<file path="src/rtl/eiie_pkg.sv">
package eiie_pkg;
  // ==========================================================
  // opcode fields
  localparam logic [7:0] OP_ADD = 8'h00E8;
  localparam logic [7:0] OP_SUB = 8'h00E9;
  localparam logic [7:0] OP_PUSH = 8'h00EA;
  localparam logic [7:0] OP_MOVS = 8'h00EB;
  localparam logic [3:0] OP_SECOND = 4'h000F;
  localparam logic [15:0] OP_CALL_VIA_WORKING_REG = 16'h0014;
  localparam logic [1:0] SEL_RET = 2'h3;
  localparam int SEL_HI = 7;
  localparam int SEL_LO = 6;
  localparam int MOVS_KIND_BIT = 7;
  // ==========================================================
  // widths and addresses
  localparam int ADDR_W = 12;
  localparam int PC_W = 21;
  localparam logic [PC_W-1:0] PC_STEP = 21'h00_0002;
  localparam logic [6:0] ACCESS_LIMIT = 7'h5F;
  // indirect-access register window and forbidden destinations
  localparam logic [ADDR_W-1:0] IND_LO = 12'h0FDB;
  localparam logic [ADDR_W-1:0] IND_HI = 12'h0FEF;
  localparam logic [ADDR_W-1:0] PCL_ADDR = 12'h0FF9;
  localparam logic [ADDR_W-1:0] TOS_LO = 12'h0FFD;
  localparam logic [ADDR_W-1:0] TOS_HI = 12'h0FFF;
  localparam logic [7:0] ZERO_BYTE = 8'h0000;
  localparam logic EXT_ENABLE_UNPROG = 1'b1;
  // ==========================================================
  // states
  typedef enum logic [1:0] {
    EIIE_FETCH,
    EIIE_FLUSH,
    EIIE_MOVE2
  } eiie_state_t;
endpackage : eiie_pkg

</file>
<file path="src/rtl/eiie_core.sv">
`timescale 1ns/10ps
// Summary of operation
// RULE1: extension on unless config bit programmed off
// RULE2: pointer add literal, one cycle, flags kept
// RULE3: select 11 means pointer two return variant
// RULE4: add to pointer two, return, two cycles
// RULE5: second cycle discards the fetched word
// RULE6: pointer subtract literal, one cycle, flags kept
// RULE7: select 11 subtract then return, two cycles
// RULE8: fixed word decodes call via working register
// RULE9: push pc plus two, load pc from latches
// RULE10: indexed to absolute move, two words
// RULE11: indexed to indexed move, two words
// RULE12: push literal at pointer two, decrement
// RULE13: source pointer two plus offset, indirect zero
// RULE14: indirect indexed destination makes a no-op
// RULE15: access bank low addresses use indexed offset
// RULE16: pointer arithmetic wraps at address width
module eiie_core (
  // clock and reset
  input wire logic clk,
  input wire logic nrst,
  // configuration
  input wire logic extension_enable_config,
  // fetch stream
  input wire logic instr_valid,
  input wire logic [15:0] instr_word,
  input wire logic [eiie_pkg::PC_W-1:0] prog_count,
  // core state
  input wire logic [7:0] working_register,
  input wire logic [7:0] prog_count_high_latch,
  input wire logic [7:0] prog_count_upper_latch,
  input wire logic [eiie_pkg::PC_W-1:0] return_stack_top,
  input wire logic [7:0] data_rd,
  // standard instruction address mapping
  input wire logic std_access,
  input wire logic [7:0] std_file_addr,
  output logic std_indexed,
  output logic [eiie_pkg::ADDR_W-1:0] std_addr,
  // pointers
  output logic [eiie_pkg::ADDR_W-1:0] file_select_pointer [3],
  // decode
  output logic ext_hit,
  output logic discard,
  // data memory
  output logic [eiie_pkg::ADDR_W-1:0] data_addr,
  output logic data_rd_en,
  output logic data_wr_en,
  output logic [7:0] data_wr,
  // program counter control
  output logic pc_load,
  output logic [eiie_pkg::PC_W-1:0] pc_value,
  output logic stack_push,
  output logic [eiie_pkg::PC_W-1:0] stack_push_value
);
  // ==========================================================
  // helpers
  function automatic logic [eiie_pkg::ADDR_W-1:0] offs(
    input logic [eiie_pkg::ADDR_W-1:0] base,
    input logic [6:0] off
  );
    offs = base + {5'h00, off}; // RULE16
  endfunction : offs

  function automatic logic is_ind(input logic [eiie_pkg::ADDR_W-1:0] a);
    is_ind = (a >= eiie_pkg::IND_LO) && (a <= eiie_pkg::IND_HI);
  endfunction : is_ind

  function automatic logic no_dest(input logic [eiie_pkg::ADDR_W-1:0] a);
    no_dest = (a == eiie_pkg::PCL_ADDR) ||
      ((a >= eiie_pkg::TOS_LO) && (a <= eiie_pkg::TOS_HI));
  endfunction : no_dest

  // ==========================================================
  // decode
  eiie_pkg::eiie_state_t state;
  logic en;
  logic [7:0] op;
  logic [1:0] sel;
  logic [5:0] lit6;
  logic is_add, is_sub, is_push, is_movs, is_call_via_working_reg, is_ret;
  logic [eiie_pkg::ADDR_W-1:0] p2;
  logic [eiie_pkg::ADDR_W-1:0] src_addr;
  logic [7:0] src_byte;
  logic movs_kind;
  logic [eiie_pkg::ADDR_W-1:0] dst_addr;
  logic dst_ok;
  logic live;

  assign en = extension_enable_config == eiie_pkg::EXT_ENABLE_UNPROG; // RULE1
  assign live = instr_valid && en && state == eiie_pkg::EIIE_FETCH;
  assign op = instr_word[15:8];
  assign sel = instr_word[eiie_pkg::SEL_HI:eiie_pkg::SEL_LO];
  assign lit6 = instr_word[5:0];
  assign p2 = file_select_pointer[2];
  assign is_add = live && op == eiie_pkg::OP_ADD; // RULE2
  assign is_sub = live && op == eiie_pkg::OP_SUB; // RULE6
  assign is_push = live && op == eiie_pkg::OP_PUSH; // RULE12
  assign is_movs = live && op == eiie_pkg::OP_MOVS; // RULE10 RULE11
  assign is_call_via_working_reg = live && instr_word == eiie_pkg::OP_CALL_VIA_WORKING_REG; // RULE8
  assign is_ret = (is_add || is_sub) && sel == eiie_pkg::SEL_RET; // RULE3
  assign ext_hit = is_add || is_sub || is_push || is_movs || is_call_via_working_reg;
  assign discard = state == eiie_pkg::EIIE_FLUSH; // RULE5
  assign std_indexed = en && std_access &&
    std_file_addr <= {1'b0, eiie_pkg::ACCESS_LIMIT}; // RULE15
  assign std_addr = std_indexed ? offs(p2, std_file_addr[6:0]) :
    {4'h0, std_file_addr};

  // ==========================================================
  // sequencing
  always_ff @(posedge clk) begin
    if (!nrst) begin
      state <= eiie_pkg::EIIE_FETCH;
    end else begin
      unique case (state)
        eiie_pkg::EIIE_FETCH: begin
          if (is_ret || is_call_via_working_reg) begin
            state <= eiie_pkg::EIIE_FLUSH; // RULE4 RULE7 RULE8
          end else if (is_movs) begin
            state <= eiie_pkg::EIIE_MOVE2;
          end
        end
        eiie_pkg::EIIE_FLUSH: state <= eiie_pkg::EIIE_FETCH;
        eiie_pkg::EIIE_MOVE2: begin
          if (instr_valid) begin
            state <= eiie_pkg::EIIE_FETCH;
          end
        end
        default: state <= eiie_pkg::EIIE_FETCH;
      endcase
    end
  end

  // source latched during first word
  always_ff @(posedge clk) begin
    if (!nrst) begin
      src_byte <= eiie_pkg::ZERO_BYTE;
      movs_kind <= 1'b0;
    end else if (is_movs) begin
      movs_kind <= instr_word[eiie_pkg::MOVS_KIND_BIT];
      src_byte <= is_ind(src_addr) ? eiie_pkg::ZERO_BYTE : data_rd; // RULE13
    end
  end
  assign src_addr = offs(p2, instr_word[6:0]); // RULE13

  // second word destination
  always_comb begin
    if (movs_kind) begin
      dst_addr = offs(p2, instr_word[6:0]); // RULE11
      dst_ok = !is_ind(dst_addr) && !no_dest(dst_addr); // RULE14 RULE13
    end else begin
      dst_addr = instr_word[eiie_pkg::ADDR_W-1:0]; // RULE10
      dst_ok = !no_dest(dst_addr); // RULE13
    end
  end

  // ==========================================================
  // pointers
  always_ff @(posedge clk) begin
    if (!nrst) begin
      for (int i = 0; i < 3; i++) begin
        file_select_pointer[i] <= '0;
      end
    end else if (is_ret) begin
      file_select_pointer[2] <= is_add ? p2 + {6'h00, lit6} :
        p2 - {6'h00, lit6}; // RULE4 RULE7 RULE16
    end else if (is_add) begin
      file_select_pointer[sel] <= file_select_pointer[sel] +
        {6'h00, lit6}; // RULE2 RULE16
    end else if (is_sub) begin
      file_select_pointer[sel] <= file_select_pointer[sel] -
        {6'h00, lit6}; // RULE6 RULE16
    end else if (is_push) begin
      file_select_pointer[2] <= p2 - 12'h001; // RULE12 RULE16
    end
  end

  // ==========================================================
  // data memory port
  always_comb begin
    data_addr = '0;
    data_rd_en = 1'b0;
    data_wr_en = 1'b0;
    data_wr = eiie_pkg::ZERO_BYTE;
    if (is_push) begin
      data_addr = p2; // RULE12
      data_wr_en = 1'b1;
      data_wr = instr_word[7:0];
    end else if (is_movs) begin
      data_addr = src_addr;
      data_rd_en = !is_ind(src_addr); // RULE13
    end else if (state == eiie_pkg::EIIE_MOVE2 && instr_valid) begin
      data_addr = dst_addr;
      data_wr_en = dst_ok && instr_word[15:12] == eiie_pkg::OP_SECOND;
      data_wr = src_byte;
    end
  end

  // ==========================================================
  // program counter
  always_comb begin
    pc_load = 1'b0;
    pc_value = '0;
    stack_push = 1'b0;
    stack_push_value = '0;
    if (is_ret) begin
      pc_load = 1'b1;
      pc_value = return_stack_top; // RULE4 RULE7
    end else if (is_call_via_working_reg) begin
      stack_push = 1'b1;
      stack_push_value = prog_count + eiie_pkg::PC_STEP; // RULE9
      pc_load = 1'b1;
      pc_value = {prog_count_upper_latch[4:0], prog_count_high_latch,
        working_register}; // RULE9
    end
  end

  // ==========================================================
  // checks
  property p_ret_flush;
    @(posedge clk) disable iff (!nrst) is_ret |=> discard ##1 !discard;
  endproperty
  a_ret_flush: assert property (p_ret_flush) else $error("no flush"); // RULE5

  property p_push_dec;
    @(posedge clk) disable iff (!nrst)
      is_push |=> file_select_pointer[2] == $past(p2) - 12'h001;
  endproperty
  a_push_dec: assert property (p_push_dec) else $error("push"); // RULE12

  property p_add;
    @(posedge clk) disable iff (!nrst) (is_add && !is_ret && sel == 2'h0)
      |=> file_select_pointer[0] == $past(file_select_pointer[0])
      + {6'h00, $past(lit6)};
  endproperty
  a_add: assert property (p_add) else $error("add"); // RULE2

  property p_ret_pc;
    @(posedge clk) disable iff (!nrst)
      is_ret |-> pc_load && pc_value == return_stack_top;
  endproperty
  a_ret_pc: assert property (p_ret_pc) else $error("ret pc"); // RULE4

  property p_off;
    @(posedge clk) disable iff (!nrst) !en |-> !ext_hit && !std_indexed;
  endproperty
  a_off: assert property (p_off) else $error("disabled hit"); // RULE1

  property p_call_via_working_reg;
    @(posedge clk) disable iff (!nrst) is_call_via_working_reg |->
      stack_push_value == prog_count + eiie_pkg::PC_STEP ##1 discard;
  endproperty
  a_call_via_working_reg: assert property (p_call_via_working_reg) else $error("call_via_working_reg"); // RULE9

  property p_movs_two;
    @(posedge clk) disable iff (!nrst) is_movs |=> state ==
      eiie_pkg::EIIE_MOVE2 && !ext_hit;
  endproperty
  a_movs_two: assert property (p_movs_two) else $error("movs"); // RULE10

  property p_noind;
    @(posedge clk) disable iff (!nrst)
      (data_wr_en && state == eiie_pkg::EIIE_MOVE2 && movs_kind)
      |-> !is_ind(data_addr);
  endproperty
  a_noind: assert property (p_noind) else $error("ind write"); // RULE14

  property p_sub;
    @(posedge clk) disable iff (!nrst) (is_sub && !is_ret && sel == 2'h1)
      |=> file_select_pointer[1] == $past(file_select_pointer[1])
      - {6'h00, $past(lit6)};
  endproperty
  a_sub: assert property (p_sub) else $error("sub"); // RULE6

  property p_sub_ret;
    @(posedge clk) disable iff (!nrst) (is_sub && is_ret)
      |=> file_select_pointer[2] == $past(p2) - {6'h00, $past(lit6)};
  endproperty
  a_sub_ret: assert property (p_sub_ret) else $error("sub ret"); // RULE7

  property p_call_via_working_reg_pc;
    @(posedge clk) disable iff (!nrst) is_call_via_working_reg |-> stack_push && pc_load &&
      pc_value[7:0] == working_register &&
      pc_value[15:8] == prog_count_high_latch;
  endproperty
  a_call_via_working_reg_pc: assert property (p_call_via_working_reg_pc) else $error("call_via_working_reg pc"); // RULE9

  property p_movs_src;
    @(posedge clk) disable iff (!nrst)
      is_movs |-> data_addr == offs(p2, instr_word[6:0]) && !data_wr_en;
  endproperty
  a_movs_src: assert property (p_movs_src) else $error("movs src"); // RULE13

  property p_push_mem;
    @(posedge clk) disable iff (!nrst) is_push |->
      data_wr_en && data_addr == p2 && data_wr == instr_word[7:0];
  endproperty
  a_push_mem: assert property (p_push_mem) else $error("push mem"); // RULE12

  property p_flush_nop;
    @(posedge clk) disable iff (!nrst)
      discard |-> !ext_hit && !pc_load && !stack_push && !data_wr_en;
  endproperty
  a_flush_nop: assert property (p_flush_nop) else $error("flush"); // RULE5

  c_ret: cover property (@(posedge clk) is_ret);
  c_call_via_working_reg: cover property (@(posedge clk) is_call_via_working_reg);
  c_movs: cover property (@(posedge clk) is_movs ##1 data_wr_en);
  c_push: cover property (@(posedge clk) is_push);
  c_sub_ret: cover property (@(posedge clk) is_sub && is_ret);
endmodule : eiie_core

</file>
<file path="config.mk">
export PLATFORM = sky130hd
export DESIGN_NAME = eiie_core
export DESIGN_NICKNAME = d
export VERILOG_FILES = /design/src/rtl/eiie_pkg.sv /design/src/rtl/eiie_core.sv
export SDC_FILE = /design/constraint.sdc
export NUM_CORES = 1
export LEC_CHECK = 0
export ABC_AREA = 1
export ABC_CLOCK_PERIOD_IN_PS = 8900
export BUFFER_PORTS_ARGS = -buffer_cell sky130_fd_sc_hd__buf_2
export CORE_MARGIN = 3
export CORE_UTILIZATION = 57
export CTS_CLUSTER_DIAMETER = 120
export DETAILED_ROUTE_END_ITERATION = 10
export HOLD_SLACK_MARGIN = 0.06
export PLACE_DENSITY = 0.88
export SYNTH_ARGS = -nofsm -noshare
export SYNTH_HDL_FRONTEND = slang
export SYNTH_SLANG_ARGS = --single-unit
</file>
<file path="constraint.sdc">
create_clock -name clk -period 8.9 [get_ports clk]
set_input_delay 1.78 -clock clk [delete_from_list [all_inputs] [get_ports clk]]
set_output_delay 1.78 -clock clk [all_outputs]
set_load 0.02 [all_outputs]
</file>
==> impl_metrics.ini <==
[yosys]
synth_nets = 1249
portion_of_synthesized_cell_area_occupied_by_the_leading_cell_type_pct = 13.94
synth_area_per_cell_um2 = 6.134
ys_async_sr_fraction_pct = 0
synth_top_area_cell = sky130_fd_sc_hd__dfxtp_1
synth_top_cells_by_area = sky130_fd_sc_hd__dfxtp_1 (14%), sky130_fd_sc_hd__nand2_1 (14%), sky130_fd_sc_hd__inv_1 (8.2%)
synth-seq-cells = 47
synth.lib_cells_used.distinct = 56
post_synth_inst_count = 1100
netlist_area_pre_place_um2 = 6748
synth_sequential_area_ratio_pct = 13.94
synth_flop_cell = sky130_fd_sc_hd__dfxtp_1
synth.yosys.warnings = 0
synth_edf_count = 0

[critical_path]
worstPathArrival_ps = 4330
required_ps = 7120
cp-end-kind = output pin
worst-setup-path-type = in2out
cp_max_fo = 31
cp-start-kind = primary input

[cells_and_area]
most_frequent_cells_in_the_layout = sky130_fd_sc_hd__nand2_1 (248), sky130_fd_sc_hd__buf_2 (216), sky130_fd_sc_hd__inv_1 (147)
layout.cell_area.non_filler_um2 = 7973
postLayoutCoreUtil_pct = 69.23
n_fill_cell = 1067
finish.net_count = 1442
layout-drive-gt1-share_pct = 23.49
final_common_cell = sky130_fd_sc_hd__nand2_1
final_cells = 1437
areaGrowthSynthToFinish_pct = 18.15
antenna-diode-count = 0

[global_routing]
grt_pass1_vias = 7487
grt_antenna_before_repair = 0
grt.total_usage_pct = 36.13
grt_start_max_net_pins = 32
grt_pass1_wl_mm = 37.99
overflow = 0

[floorplan]
floorplan.initialDensity_pct = 58.59
ios = 220
total_die_area_um2 = 13180
core_um2 = 11520
die_h_um = 114.8
die_x_um = 114.8
row_count = 39

[route]
detailroute.via_count = 8433
drt-initial-drc-count = 828
wl_mm = 24.49
drt-wirelength-per-cell_um = 17.05
drt_pass1_iterations = 5
final_antenna_net_count = 0
via_per_instance_ratio = 5.868
drc_errors = 0

[clock_network]
clk_latency_ps = 310
clock-root-buffer = sky130_fd_sc_hd__clkbuf_16
cts_hold_repair.buffers = 0
tritoncts = built
ctsHtreeMaxLevel = 2
numClockSinks = 47
cts.path.max_buffers = 2
post_cts_resize_count = 0
clkTransAtPathRegs_ps = 70
numCtsBuffers = 5
cts_setup_buffers = 0

[sta]
final_hold_viol_count = 0
final-max-slew-violation-count = 0
timing.max_slew.rel_slack_pct = 43.26
skew_ps = 5.566
setup_viol = 0
timing.final.crit_share_pct = 68.67
achievable-frequency_ghz = 0.1636
setup_tns_ps = 0
worst-slew-pin-transition_ps = 850.1
fin_hold_ws_ps = 480.2
finalCriticalPeriod_ps = 6112
rsz0062_at_grt = false

[hold_path]
hp-class = reg2reg

[place]
dp_hpwl_mm = 19.83
routabilityCongestion = 1.021
place_inst = 1429
placed_instance_area_um2 = 7820
port_buffers = 216

[power_and_ir_drop]
switching_power_mw = 0.1846
part_of_the_power_in_combinational_logic_pct = 23.1
power.clock.fraction_pct = 38.1
powerDensity_nw_per_um2 = 68.33
power.ir.vdd_worst_mv = 0.1015
cell_internal_pwr_mw = 0.3602
power_switching_share_pct = 33.88
seq_power_share_pct = 38.7
power_leakage_nw = 4.532

[status]
outcome = complete, no violations

[flow_run]
max_cap_check_violation_count = 0
[cell type report]
cell class	count	area, µm²	share of cell area, %
Timing Repair Buffer	216	1081	13.56
Sequential cell	47	940.9	11.80
Clock buffer	5	125.1	1.569
Clock inverter	3	27.53	0.3453
Inverter	167	631.9	7.925
Multi-Input combinational cell	856	4987	62.55
Tap cell	143	178.9	2.244
[state kept, by name, indices dropped and copies added (netlist names)]
name,cells
file_select_pointer,24
movs_kind,1
p2,12
src_byte,8
state,2
[logic make-up (layout without fill, tap and decap cells)]
| family | after synthesis | in the layout | share of synthesized area, % |
|---|---|---|---|
| buf+inv | 197 | 391 | 12.15 |
| simple gates | 525 | 525 | 37.83 |
| flops | 47 | 47 | 13.94 |
| xor+xnor | 29 | 29 | 3.764 |
| compound gates | 256 | 256 | 23.23 |
| fa+ha+maj | 46 | 46 | 9.086 |
[critical path, cell delays in order]
cell	delay, ps
sky130_fd_sc_hd__buf_2	190
sky130_fd_sc_hd__inv_1	220
sky130_fd_sc_hd__ha_1	280
sky130_fd_sc_hd__nand4_1	130
sky130_fd_sc_hd__nor4_1	240
sky130_fd_sc_hd__nand3_2	380
sky130_fd_sc_hd__inv_2	510
sky130_fd_sc_hd__o21ai_0	170
sky130_fd_sc_hd__a21oi_1	220
sky130_fd_sc_hd__buf_2	200
[worst paths after layout]
| path | from | end | slack, ps | depth (start not counted) |
|---|---|---|---|---|
| setup / recovery | instr_word[1] | stack_push_value[18] | 2790 | 10 |
| hold / removal | src_byte[3] | src_byte[3] | 480 | 2 |
| setup reg to reg | state[1] | p2[10] | 5620 | 17 |
| hold reg to reg | src_byte[3] | src_byte[3] | 480 | 2 |
[power groups by stage]
stage	clock (mW)	combinational, mW	sequential, mW
finish	0.208	0.126	0.211
global route	0.213	0.138	0.211
detailed placement	0	0.122	0.216
global placement	0	0.121	0.216
CTS	0.205	0.123	0.211
floorplan	0	0.0712	0.216
[per-stage QoR]
stage	total power [mW]	worst slack [ps]
6_report	0.5448	2788
5_1_grt	0.5621	2485
4_1_cts	0.5391	2821
3_5_place_dp	0.3383	2818
3_3_place_gp	0.3371	2858
2_1_floorplan	0.2870	3508
[synthesized netlist by cell type (4+ instances only)]
master	n
sky130_fd_sc_hd__clkbuf_1	7
sky130_fd_sc_hd__nand3_2	9
sky130_fd_sc_hd__o211ai_1	8
sky130_fd_sc_hd__o21ai_1	18
sky130_fd_sc_hd__nand2_2	8
sky130_fd_sc_hd__nor2_4	11
sky130_fd_sc_hd__a31oi_1	10
sky130_fd_sc_hd__xor2_1	22
sky130_fd_sc_hd__a21oi_1	65
sky130_fd_sc_hd__nand2_4	5
sky130_fd_sc_hd__inv_1	147
sky130_fd_sc_hd__o22ai_1	12
sky130_fd_sc_hd__dfxtp_1	47
sky130_fd_sc_hd__nor2_8	4
sky130_fd_sc_hd__nor3_2	4
sky130_fd_sc_hd__o221ai_1	5
sky130_fd_sc_hd__ha_1	41
sky130_fd_sc_hd__o21ai_0	71
sky130_fd_sc_hd__o21bai_1	16
sky130_fd_sc_hd__a22oi_1	5
sky130_fd_sc_hd__buf_6	5
sky130_fd_sc_hd__nor4_1	4
sky130_fd_sc_hd__buf_2	11
sky130_fd_sc_hd__nand3b_1	4
sky130_fd_sc_hd__fa_1	5
sky130_fd_sc_hd__nand4_1	27
sky130_fd_sc_hd__nand3_1	90
sky130_fd_sc_hd__a22o_1	21
sky130_fd_sc_hd__o21a_1	9
sky130_fd_sc_hd__inv_2	16
sky130_fd_sc_hd__buf_4	6
sky130_fd_sc_hd__xnor2_1	7
sky130_fd_sc_hd__nor3_1	13
sky130_fd_sc_hd__nand2_1	248
sky130_fd_sc_hd__nor2_1	81
sky130_fd_sc_hd__nor2_2	10
[layer usage]
metal / vias up / track usage, % / wire (µm)
li1: 4094 / - / -
met1: 3748 / 45.08 / 9451
met2: 523 / 63.14 / 11520
met3: 68 / 7.263 / 2777
met4: 0 / 10.49 / 744
met5: - / 0 / 0
Power figures use the tool's default switching activity.
